<file path="config.mk">
export PLATFORM = sky130hd
export DESIGN_NAME = aad_datapath
export DESIGN_NICKNAME = d
export VERILOG_FILES = /design/src/aad_adder.v /design/src/aad_datapath.v
export VERILOG_INCLUDE_DIRS = /design/src /design/src/src
export SDC_FILE = /design/constraint.sdc
export NUM_CORES = 1
export LEC_CHECK = 0
export BUFFER_PORTS_ARGS = -buffer_cell sky130_fd_sc_hd__buf_2
export CORE_MARGIN = 2
export CORE_UTILIZATION = 57
export DETAILED_ROUTE_END_ITERATION = 10
export GPL_TIMING_DRIVEN = 0
export HOLD_SLACK_MARGIN = 0.12
export MAX_ROUTING_LAYER = met4
export PLACE_DENSITY_LB_ADDON = 0.05
export SETUP_SLACK_MARGIN = 0.05
export SLEW_MARGIN = 5
export SYNTH_ARGS = -nofsm -noshare
export SYNTH_HDL_FRONTEND = slang
export SYNTH_SLANG_ARGS = --single-unit
export TNS_END_PERCENT = 1
</file>
<file path="constraint.sdc">
create_clock -name clk_i -period 3.6 [get_ports clk_i]
set_input_delay 0 -clock clk_i [delete_from_list [all_inputs] [get_ports clk_i]]
set_output_delay 0 -clock clk_i [all_outputs]
set_load 0.005 [all_outputs]
</file>
<file path="src/aad_regs.vh">
`ifndef AAD_REGS_VH
`define AAD_REGS_VH
// =============================================================
// Opcode patterns (upper byte for literal forms, upper six bits for register forms).
`define AAD_OP_ADD_LIT      8'h0F
`define AAD_OP_AND_LIT      8'h0B
`define AAD_OP6_ADD_CARRY   6'h08
`define AAD_OP6_ADD_REG     6'h09
`define AAD_OP6_AND_REG     6'h05
// =============================================================
// Instruction word fields.
`define AAD_BIT_DEST        9
`define AAD_BIT_BANK        8
// =============================================================
// Fixed access window: low addresses map to bank 0, high ones to the top bank.
`define AAD_ACCESS_SPLIT    8'h80
`define AAD_BANK_LOW        4'h0
`define AAD_BANK_HIGH       4'hF
// =============================================================
// Phase codes of the four-phase instruction cycle.
`define AAD_PH_DECODE       2'h0
`define AAD_PH_READ         2'h1
`define AAD_PH_PROCESS      2'h2
`define AAD_PH_WRITE        2'h3
// =============================================================
// Reset values.
`define AAD_ACC_RESET       8'h00
`define AAD_FLAGS_RESET     5'h00
`endif

</file>
<file path="src/aad_adder.v">
`timescale 1ns/100ps
`default_nettype none
// =============================================================
// Eight-bit adder with carry in, giving carry, digit carry and overflow.
module aad_adder (
  input  wire [7:0] a_i,          // Accumulator operand.
  input  wire [7:0] b_i,          // Literal or register operand.
  input  wire       carry_i,      // Carry in.
  output wire [7:0] sum_o,        // Eight-bit sum.
  output wire       carry_o,      // Carry out of bit 7.
  output wire       digit_o,      // Carry out of bit 3.
  output wire       overflow_o    // Signed overflow.
);
  wire [4:0] low_sum;             // Low nibble with its carry.
  wire [8:0] full_sum;            // Whole sum with its carry.

  // The digit carry comes from a separate nibble add so no borrow of the full path is needed.
  assign low_sum    = {1'b0, a_i[3:0]} + {1'b0, b_i[3:0]} + {4'h0, carry_i};
  assign full_sum   = {1'b0, a_i} + {1'b0, b_i} + {8'h00, carry_i};
  assign sum_o      = full_sum[7:0];
  assign carry_o    = full_sum[8];
  assign digit_o    = low_sum[4];
  // Overflow when both operands share a sign that the sum does not.
  assign overflow_o = (a_i[7] == b_i[7]) && (full_sum[7] != a_i[7]);
endmodule // aad_adder
`default_nettype wire

</file>
<file path="src/aad_datapath.v">
// Behaviour
// - Upper byte 0000 1111 decodes add literal.
// - Add literal result goes to accumulator only.
// - Add with carry sums acc, register, carry.
// - Add with carry routes by destination bit.
// - Upper bits 0001 01 decode AND register.
// - AND register result routed by destination bit.
// - Bank bit picks access window or bank select.
// - AND register updates only negative and zero.
// - Add forms update all five arithmetic flags.
// - AND literal writes acc, zero and negative.
`timescale 1ns/100ps
`default_nettype none
`include "aad_regs.vh"

// =============================================================
// Accumulator add and AND datapath.
module aad_datapath (
  input  wire        clk_i,                 // Core clock, four edges per instruction.
  input  wire        reset_i,               // Asynchronous core reset, active high.
  input  wire        instr_valid_i,         // A new word is offered at the decode phase.
  input  wire [15:0] instr_i,               // Instruction word from fetch.
  input  wire [3:0]  bank_select_register_i, // Current bank select value.
  input  wire [7:0]  mem_rdata_i,           // Data memory read data, valid in the read phase.
  input  wire        carry_i,               // Current carry flag from status.
  output wire        instr_ready_o,         // High in the decode phase: word is taken.
  output reg  [11:0] mem_addr_o,            // Full data memory address.
  output reg         mem_rd_o,              // Register read strobe.
  output reg  [7:0]  mem_wdata_o,           // Register write data.
  output reg         mem_wr_o,              // Register write strobe.
  output reg  [7:0]  acc_o,                 // Accumulator.
  output reg         carry_flag_o,          // Carry flag.
  output reg         digit_carry_flag_o,    // Digit carry flag.
  output reg         zero_flag_o,           // Zero flag.
  output reg         overflow_flag_o,       // Overflow flag.
  output reg         negative_flag_o,       // Negative flag.
  output reg         flags_wr_o,            // One-cycle pulse when flags update.
  output reg         illegal_o,             // Pulse: word is not one of this group.
  output wire [1:0]  phase_o                // Current phase.
);

  // Operation codes held from decode.
  // OP_NONE doubles as the idle code, so an empty cycle needs no extra state bit.
  localparam OP_NONE   = 3'h0;
  localparam OP_ADDLIT = 3'h1;
  localparam OP_ANDLIT = 3'h2;
  localparam OP_ADDC   = 3'h3;
  localparam OP_ADDREG = 3'h4;
  localparam OP_ANDREG = 3'h5;

  // =============================================================
  // State held across the four phases.
  reg  [1:0]  phase;                        // Phase counter.
  reg  [2:0]  op;                           // Decoded operation.
  reg  [2:0]  next_op;                      // Decode result.
  reg  [7:0]  operand;                      // Literal or register value.
  reg         dest_reg;                     // Destination is the register.
  reg  [7:0]  result;                       // Result held for the write phase.
  reg         res_c;                        // Latched carry.
  reg         res_dc;                       // Latched digit carry.
  reg         res_ov;                       // Latched overflow.
  reg  [11:0] next_addr;                    // Address formed at decode.

  // Adder results and operation classes.
  wire [7:0]  sum;                          // Adder sum.
  wire        add_c;                        // Adder carry out.
  wire        add_dc;                       // Adder digit carry.
  wire        add_ov;                       // Adder overflow.
  wire        is_add;                       // Current op is an add form.
  wire        is_reg;                       // Current op reads a register.

  // =============================================================
  // Handshake and operation class decode.
  // The ready flag is combinational so that fetch sees it within the decode phase.
  assign phase_o       = phase;
  assign instr_ready_o = (phase == `AAD_PH_DECODE);
  assign is_add = (op == OP_ADDLIT) || (op == OP_ADDC) || (op == OP_ADDREG);
  assign is_reg = (op == OP_ADDC) || (op == OP_ADDREG) || (op == OP_ANDREG);

  // Only the add-with-carry form feeds the carry flag in.
  // carry into sum
  aad_adder u_adder (
    .a_i        (acc_o),
    .b_i        (operand),
    .carry_i    ((op == OP_ADDC) ? carry_i : 1'b0),
    .sum_o      (sum),
    .carry_o    (add_c),
    .digit_o    (add_dc),
    .overflow_o (add_ov)
  );

  // =============================================================
  // Decoder: classify the word and form the data address.
  always @* begin
    // A word outside the group leaves the code at OP_NONE.
    // The opcode patterns do not overlap, so the order of the tests is free.
    next_op = OP_NONE;
    if (instr_i[15:8] == `AAD_OP_ADD_LIT) begin
      next_op = OP_ADDLIT;
    end else if (instr_i[15:8] == `AAD_OP_AND_LIT) begin
      next_op = OP_ANDLIT;
    end else if (instr_i[15:10] == `AAD_OP6_ADD_CARRY) begin
      next_op = OP_ADDC;
    end else if (instr_i[15:10] == `AAD_OP6_ADD_REG) begin
      next_op = OP_ADDREG;
    end else if (instr_i[15:10] == `AAD_OP6_AND_REG) begin
      next_op = OP_ANDREG;
    end
    // The address is formed for every word; literal forms never use it.
    // bank addressing
    if (instr_i[`AAD_BIT_BANK]) begin
      next_addr = {bank_select_register_i, instr_i[7:0]};
    end else if (instr_i[7:0] < `AAD_ACCESS_SPLIT) begin
      next_addr = {`AAD_BANK_LOW, instr_i[7:0]};
    end else begin
      next_addr = {`AAD_BANK_HIGH, instr_i[7:0]};
    end
  end

  // =============================================================
  // Phase sequencer and datapath. The phase counter always runs, so a
  // missing word simply yields an idle instruction cycle.
  // Limitation: fetch must hold each word while instr_ready_o is high, since a
  // word offered in any other phase is never looked at.
  // four phase cycle
  always @(posedge clk_i or posedge reset_i) begin
    if (reset_i) begin
      // Constants only, so the reset path needs no clock to settle.
      phase              <= `AAD_PH_DECODE;
      op                 <= OP_NONE;
      operand            <= 8'h00;
      dest_reg           <= 1'b0;
      result             <= 8'h00;
      res_c              <= 1'b0;
      res_dc             <= 1'b0;
      res_ov             <= 1'b0;
      mem_addr_o         <= 12'h000;
      mem_rd_o           <= 1'b0;
      mem_wdata_o        <= 8'h00;
      mem_wr_o           <= 1'b0;
      acc_o              <= `AAD_ACC_RESET;
      {carry_flag_o, digit_carry_flag_o, zero_flag_o,
       overflow_flag_o, negative_flag_o} <= `AAD_FLAGS_RESET;
      flags_wr_o         <= 1'b0;
      illegal_o          <= 1'b0;
    end else begin
      // Strobes default low so that each one lasts exactly one clock.
      phase      <= phase + 2'h1;
      mem_rd_o   <= 1'b0;
      mem_wr_o   <= 1'b0;
      flags_wr_o <= 1'b0;
      illegal_o  <= 1'b0;
      case (phase)
        `AAD_PH_DECODE: begin
          // Latch the word; a literal becomes the operand at once.
          op         <= instr_valid_i ? next_op : OP_NONE;
          // A refused word runs an empty cycle and writes nothing.
          illegal_o  <= instr_valid_i && (next_op == OP_NONE);
          operand    <= instr_i[7:0];
          dest_reg   <= instr_i[`AAD_BIT_DEST] && (instr_i[15:12] != 4'h0);
          mem_addr_o <= next_addr;
          mem_rd_o   <= instr_valid_i && ((next_op == OP_ADDC) ||
                        (next_op == OP_ADDREG) || (next_op == OP_ANDREG));
        end
        `AAD_PH_READ: begin
          // Register forms take the read data here.
          // Literal forms keep the operand taken at decode.
          if (is_reg) begin
            operand <= mem_rdata_i;
          end
        end
        `AAD_PH_PROCESS: begin
          // Compute the result and latch its flags.
          if (is_add) begin
            result <= sum;
          end else begin
            // Both logic forms share the AND path.
            result <= acc_o & operand;
          end
          // Adder flags are latched for every form; logic forms never apply them.
          res_c  <= add_c;
          res_dc <= add_dc;
          res_ov <= add_ov;
        end
        `AAD_PH_WRITE: begin
          // An empty or refused cycle leaves the register, accumulator and every flag untouched.
          if (op != OP_NONE) begin
            if (dest_reg) begin
              mem_wdata_o <= result;
              mem_wr_o    <= 1'b1;
            end else begin
              // Accumulator destination, always so for literal forms.
              acc_o <= result;
            end
            // Zero and negative follow the result for every form.
            zero_flag_o     <= (result == 8'h00);
            negative_flag_o <= result[7];
            flags_wr_o      <= 1'b1;
            if (is_add) begin
              carry_flag_o       <= res_c;
              digit_carry_flag_o <= res_dc;
              overflow_flag_o    <= res_ov;
            end
          end
        end
        default: begin
          // Unreachable with a two-bit phase; kept so the case is complete.
          op <= OP_NONE;
        end
      endcase
    end
  end
endmodule // aad_datapath
`default_nettype wire

</file>
==> results of run 1 <==
[cell type report]
class | count | area, µm²
buffer | 7 | 32.5
inverter | 15 | 56.3
clock buffer | 12 | 145
tap | 70 | 87.6
fill | 335 | 1050
clock inverter | 4 | 70.1
sequential | 62 | 1550
multi-input combinational | 188 | 1360
timing repair buffer | 110 | 756
[worst min path at each step]
stage,start,endpoint,slack (ns),cells after the start
final,instr_i[12],op[0],0.25,4
after global routing,instr_i[13],op[0],0.34,4
after CTS,instr_i[13],op[0],0.20,4
after detailed placement,reset_i,mem_addr_o[3],0.08,2
after global placement,instr_i[0],mem_addr_o[0],0.25,2
after floorplan,instr_i[11],mem_rd_o,0.07,1
[worst register-to-register path: stages, from the launching register on]
cell	delay, ns
dfrtp_1	0.48
and3b_1	0.29
nand2_1	0.09
fa_1	0.40
fa_1	0.41
nand2b_1	0.18
a211oi_1	0.28
o21ai_0	0.18
nand3_1	0.10
a31oi_1	0.08
[metal layers]
metal  global-route usage (%)  up-vias
met5                        -        -
met3                     5.45       12
met4                     9.82        0
met2                     48.6      100
li1                         -     1196
met1                     34.5     1230
[cell families (layout without fill, tap and decap cells)]
kind of cell / count (synthesis) / count (layout)
AOI/OAI and AO/OA: 56 / 56
xor gates and xnor gates: 6 / 6
adders and majority gates: 14 / 14
buffers and inverters: 22 / 148
DFF: 62 / 62
muxes: 38 / 38
and+or+nand+nor: 74 / 74
[synth_stat cells (all sizes together) (2+ instances only)]
| cell type | number | area share, % |
|---|---|---|
| dfrtp | 62 | 52 |
| nand3 | 5 | 0.83 |
| xor2 | 6 | 1.7 |
| o22ai | 4 | 1.0 |
| nor2b | 2 | 0.42 |
| buf | 3 | 0.58 |
| a21oi | 26 | 4.8 |
| and3 | 2 | 0.42 |
| clkbuf | 4 | 0.50 |
| a211oi | 2 | 0.50 |
| a31oi | 3 | 0.63 |
| nand2b | 4 | 0.83 |
| nand2 | 19 | 2.5 |
| nor4 | 3 | 0.63 |
| mux2i | 11 | 3.7 |
| nor2 | 28 | 3.6 |
| nor3 | 3 | 0.50 |
| o31ai | 2 | 0.96 |
| inv | 15 | 1.9 |
| o21ai | 13 | 2.2 |
| fa | 2 | 1.3 |
| mux2 | 27 | 10 |
| ha | 12 | 5.0 |
[per-stage QoR]
step / hold slack (ns) / setup slack (ns) / std cells / util (%)
global route: 0.339 / 0.774 / 468 / 79.5
global placement: 0.247 / 1.00 / 413 / 67.5
detailed placement: 0.0787 / 0.930 / 414 / 67.9
CTS: 0.199 / 0.919 / 468 / 79.5
floorplan: 0.0709 / 1.24 / 272 / -
finish: 0.246 / 0.956 / 468 / 79.5
[power by group]
group	internal [mW]	switching [mW]
registers	0.717	0.0143
logic	0.0728	0.0673
clock network	0.407	0.260
==> flow_summary.json, run 1 <==
{
  "gp_congestion": 0.931,
  "cpMostUsedCell": "fa_1",
  "synth_top_family_by_area": "multiplexers",
  "port_buffers": 71,
  "die-area_um2": 5860,
  "power_density_nw_per_um2": 379,
  "setup_viol": 0,
  "clk_latency_ns": 0.34,
  "drt-total-wl_um": 7480,
  "start_util_pct": 58.8,
  "yosys.area_share.adder_pct": 6.33,
  "grt_pass1_vias": 2735,
  "first_pass_iters": 5,
  "cpMaxStageDelayCell": "dfrtp_1",
  "routed_via_density": 5.42,
  "yosys.area_share.simple_pct": 11.7,
  "cts_tree": "done",
  "cp_max_fo": 7,
  "path_class": "flip-flop to flip-flop",
  "drc": 0,
  "synth_area_um2": 3000,
  "postSynthAreaPerCell_um2": 11.0,
  "h-tree-depth": 3,
  "regMostFlops": "mem_addr_o",
  "finalHoldViolations": 0,
  "outcome": "finished clean",
  "synth-compound-area-share_pct": 11.8,
  "crit_cells": 9,
  "io_pins": 72,
  "worstSetupEndpointType": "flip-flop",
  "track_usage_pct": 28.6,
  "min_period_ns": 2.64,
  "ys_ff_latch": 62,
  "num_rows": 26,
  "vias": 2538,
  "crit_start": "op[2]",
  "critPathArrivalTime_ns": 2.84,
  "crit_required_ns": 3.79,
  "post-route-period-util_pct": 73.4,
  "max_freq_mhz": 378,
  "n_antenna_cell": 0,
  "drtAntennaViolNets": 0,
  "final_common_cell": "buf_2",
  "area_growth_pct": 35.3,
  "stdcell_area_um2": 4060,
  "clock-skew-final_ns": 0.0102,
  "maxSlewViolCount": 0,
  "async_flop_share_pct": 100,
  "synthMuxAreaShare_pct": 13.8,
  "hp-class": "input port to flip-flop",
  "wl_met3_um": 354,
  "rr_worst_depth": 9,
  "cts_sinks": 62,
  "cts_setup_buffers": 0,
  "post_dp_cell_area_um2": 3470,
  "wire_per_inst_um": 16.0,
  "rrSetupSlack_ns": 0.96,
  "finalPower_mw": 1.54,
  "grt_pass1_wl_um": 12800,
  "drt_iter0_drc": 140,
  "relSlewSlack_pct": 61.3,
  "wl_met2_um": 3930,
  "clk_path_buf_depth": 2,
  "synth_nets": 318,
  "finalSetupTns_ns": 0,
  "die_h_um": 76.6,
  "worst_pin_slew_ns": 0.573,
  "synthXorXnorAreaFrac_pct": 1.75,
  "clkTransAtPathRegs_ns": 0.06,
  "ctsResizeCount": 0,
  "cp-start-kind": "flip-flop",
  "cts_root_buf": "clkbuf_8",
  "wirelength_met1_um": 3090,
  "grt_max_degree": 39,
  "crit_family": "adder cells",
  "synth_edf_count": 0,
  "leakage_nw": 2.08,
  "yosys_warnings": 0,
  "cp_num_buf_inv": 0,
  "cpPeakStageDelay_ns": 0.48,
  "seq_area_frac_synth_pct": 51.7,
  "syn_inst": 272,
  "nNetsFinal": 439,
  "rsz0062_at_grt": "false",
  "die_w_um": 76.6,
  "numCtsBuffers": 9,
  "yosysUniqueCellTypes": 47,
  "largest_register_ffs": 12,
  "dp_hpwl_um": 4600,
  "crit_path_cell_trace": "and3b_1, nand2_1, fa_1, fa_1, nand2b_1, a211oi_1, o21ai_0, nand3_1, a31oi_1",
  "crit_path_end": "result[6]",
  "top_layer": "met4",
  "final_cell_mix": "buf_2 (73), dfrtp_1 (62), dlygate4sd3_1 (38), nor2_1 (27), mux2_2 (26)",
  "cts_hold_buf": 38,
  "r2r_start": "op[2]",
  "cap_violations": 0,
  "drive_above_1_share_pct": 31.2,
  "ir_drop_v": 0.000369,
  "coreArea_um2": 5110,
  "grt_antenna_before_repair": 0,
  "reg2reg_to": "result[6]",
  "yosys_most_used_dff": "dfrtp_1",
  "gr-total-overflow": 0
}
Power figures use the tool's default switching activity.
==> run 2, diff against run 1 <==
- ABC_AREA: unset -> 1
- CORE_UTILIZATION: 57 -> 54
- clock period: 3.6 -> 2.59 ns (I/O delays scaled with it)
==> run 2 against run 1 <==
Effect of this change:
- die area is 12% higher
- power is 44% higher
- routed wire length increased by 4.6%
- design area grew 5.5%
- first-iteration DRC count is 22% higher
- register-to-register slack got worse by 0.56 ns
- combinational power grew 48%
- critical path type unchanged
- critical endpoint is now result[4]
==> flow_summary.json, run 2 <==
{
  "outcome": "finished clean",
  "n_antenna_cell": 0,
  "finalHoldViolations": 0,
  "ys_top_cells_by_area": "dfrtp_1 (48%), nand2_1 (9.3%), inv_1 (6.1%)",
  "clk_latency_ns": 0.36,
  "setup_viol": 0,
  "wire_per_inst_um": 13.8,
  "crit_family": "adder cells",
  "postSynthAreaPerCell_um2": 8.75,
  "p_switching_mw": 0.526,
  "die_h_um": 81.0,
  "grt_pass1_vias": 2694,
  "hp-class": "input port to flip-flop",
  "final_cells": 567,
  "synth_top_area_cell": "dfrtp_1",
  "dp_cells": 513,
  "synth_top_area_share_pct": 48.4,
  "p_int_mw": 1.70,
  "cts_tree": "done",
  "sw_frac_of_total_pct": 23.7,
  "grt_antenna_before_repair": 0,
  "h-tree-depth": 3,
  "synth_area_um2": 3200,
  "power_density_nw_per_um2": 518,
  "p_seq_share_pct": 45.7,
  "clk_path_buf_depth": 2,
  "dp_hpwl_um": 5210,
  "crit_path_end": "result[4]",
  "cts_root_buf": "clkbuf_8",
  "port_buffers": 71,
  "worst_pin_slew_ns": 0.567,
  "ctsResizeCount": 0,
  "rr_worst_depth": 10,
  "seq_area_frac_synth_pct": 48.4,
  "drive_above_1_share_pct": 27.8,
  "crit_cells": 10,
  "power_frac_clock_pct": 45.0,
  "r2r_start": "op[2]",
  "cp_max_fo": 5,
  "cp-start-kind": "flip-flop",
  "final_cell_mix": "nand2_1 (79), buf_2 (75), dfrtp_1 (62), inv_1 (51), dlygate4sd3_1 (38)",
  "clkTransAtPathRegs_ns": 0.07,
  "yosysUniqueCellTypes": 30,
  "syn_inst": 366,
  "max_freq_mhz": 456,
  "grt_pass1_wl_um": 12800,
  "first_pass_iters": 5,
  "io_pins": 72,
  "gp_congestion": 0.840,
  "post-route-period-util_pct": 84.7,
  "path_class": "flip-flop to flip-flop",
  "crit_path_cell_trace": "inv_2, nand4_1, fa_1, fa_1, inv_1, nand3_1, nand2_1, nand2_1, nand3_1, a31oi_1",
  "reg2reg_to": "result[4]",
  "num_rows": 28,
  "finalSetupTns_ns": 0,
  "crit_start": "op[2]",
  "yosys_most_used_dff": "dfrtp_1",
  "cpMaxStageDelayCell": "fa_1",
  "gr-total-overflow": 0,
  "drc": 0,
  "cp_num_buf_inv": 2,
  "critPathArrivalTime_ns": 2.41,
  "crit_required_ns": 2.81,
  "min_period_ns": 2.19,
  "yosys_warnings": 0,
  "cap_violations": 0,
  "ir_drop_v": 0.000466,
  "yosys-top-cells-count": "nand2_1 (79), dfrtp_1 (62), inv_1 (52)",
  "numCtsBuffers": 9,
  "worstSetupEndpointType": "flip-flop",
  "rsz0062_at_grt": "false",
  "relSlewSlack_pct": 62.1,
  "cts_sinks": 62,
  "start_util_pct": 55.1,
  "drtAntennaViolNets": 0,
  "vias": 2869,
  "synth_nets": 412,
  "coreArea_um2": 5820,
  "final_common_cell": "nand2_1",
  "drt_iter0_drc": 171,
  "synth_edf_count": 0,
  "routed_via_density": 5.06,
  "die-area_um2": 6570,
  "timing.hold.ws_ns": 0.196,
  "synth.most_common_cell": "nand2_1",
  "nNetsFinal": 533,
  "rrSetupSlack_ns": 0.40,
  "track_usage_pct": 26.7,
  "grt_max_degree": 38,
  "area_growth_pct": 33.8,
  "largest_register_ffs": 12,
  "clock-skew-final_ns": 0.0132,
  "final_util_pct": 73.7,
  "maxSlewViolCount": 0,
  "die_w_um": 81.0,
  "leakage_nw": 2.33,
  "async_flop_share_pct": 100,
  "finalPower_mw": 2.22,
  "p_comb_share_pct": 9.3,
  "regMostFlops": "mem_addr_o",
  "ys_ff_latch": 62,
  "drt-total-wl_um": 7830,
  "cpPeakStageDelay_ns": 0.44
}
## run 2: metrics by stage
| stage | instance area [µm²] | worst slack (ns) |
|---|---|---|
| after floorplan | 3200 | 0.671 |
| after global placement | 3650 | 0.285 |
| after detailed placement | 3670 | 0.435 |
| after CTS | 4290 | 0.417 |
| after global routing | 4290 | 0.265 |
| final | 4290 | 0.396 |
## run 2: worst min-delay path by stage
| stage | from | endpoint | cells after the start |
|---|---|---|---|
| 2_1_floorplan | bank_select_register_i[2] | mem_addr_o[10] | 2 |
| 3_3_place_gp | bank_select_register_i[1] | mem_addr_o[9] | 3 |
| 3_5_place_dp | reset_i | flags_wr_o | 2 |
| 4_1_cts | instr_i[12] | op[1] | 6 |
| 5_1_grt | instr_i[13] | op[1] | 6 |
| 6_report | instr_i[15] | op[2] | 6 |
## run 2: cells by family after synthesis
kind of cell / share of synthesized area [%]
flip-flops: 48.4
AND/OR/NAND/NOR: 20.6
adder cells (fa/ha/maj): 5.94
AO/OA/AOI/OAI: 14.6
multiplexers: 0.937
XOR/XNOR: 0.547
buffers and inverters: 8.94
## run 2: timing repair
item,in CTS,in global routing
hold endpoints to repair,51,0
buffers inserted,0,0
hold buffers,38,0
## run 2: worst reg2reg max path, stage by stage (launching register included)
cell     delay, ns
dfrtp_1       0.42
inv_2         0.11
nand4_1       0.12
fa_1          0.44
fa_1          0.41
inv_1         0.10
nand3_1       0.09
nand2_1       0.14
nand2_1       0.07
nand3_1       0.08
a31oi_1       0.07
## run 2: metal layers
| metal | share of wire, % | track usage [%] | vias to the layer above |
|---|---|---|---|
| met5 | 0 | - | - |
| met4 | 2.7 | 11.0 | 0 |
| met3 | 5.1 | 5.78 | 20 |
| met2 | 47 | 41.5 | 106 |
| met1 | 45 | 34.0 | 1315 |
| li1 | - | - | 1428 |
## run 2: power by group through the flow
stage / registers [mW] / logic (mW) / clock network, mW
floorplan: 1.03 / 0.0891 / 0
global placement: 1.03 / 0.152 / 0
detailed placement: 1.03 / 0.160 / 0
CTS: 1.01 / 0.202 / 1.00
global route: 1.02 / 0.232 / 1.05
finish: 1.02 / 0.207 / 1.00
## run 2: layout make-up
class / count / area (µm²)
repair buffers: 110 / 756
fillers: 452 / 1530
flip-flops and latches: 62 / 1550
well taps: 75 / 93.8
plain buffers: 9 / 76.3
clock inverters: 5 / 81.3
inverters: 56 / 210
multi-input cells: 239 / 1370
clock buffers: 11 / 151
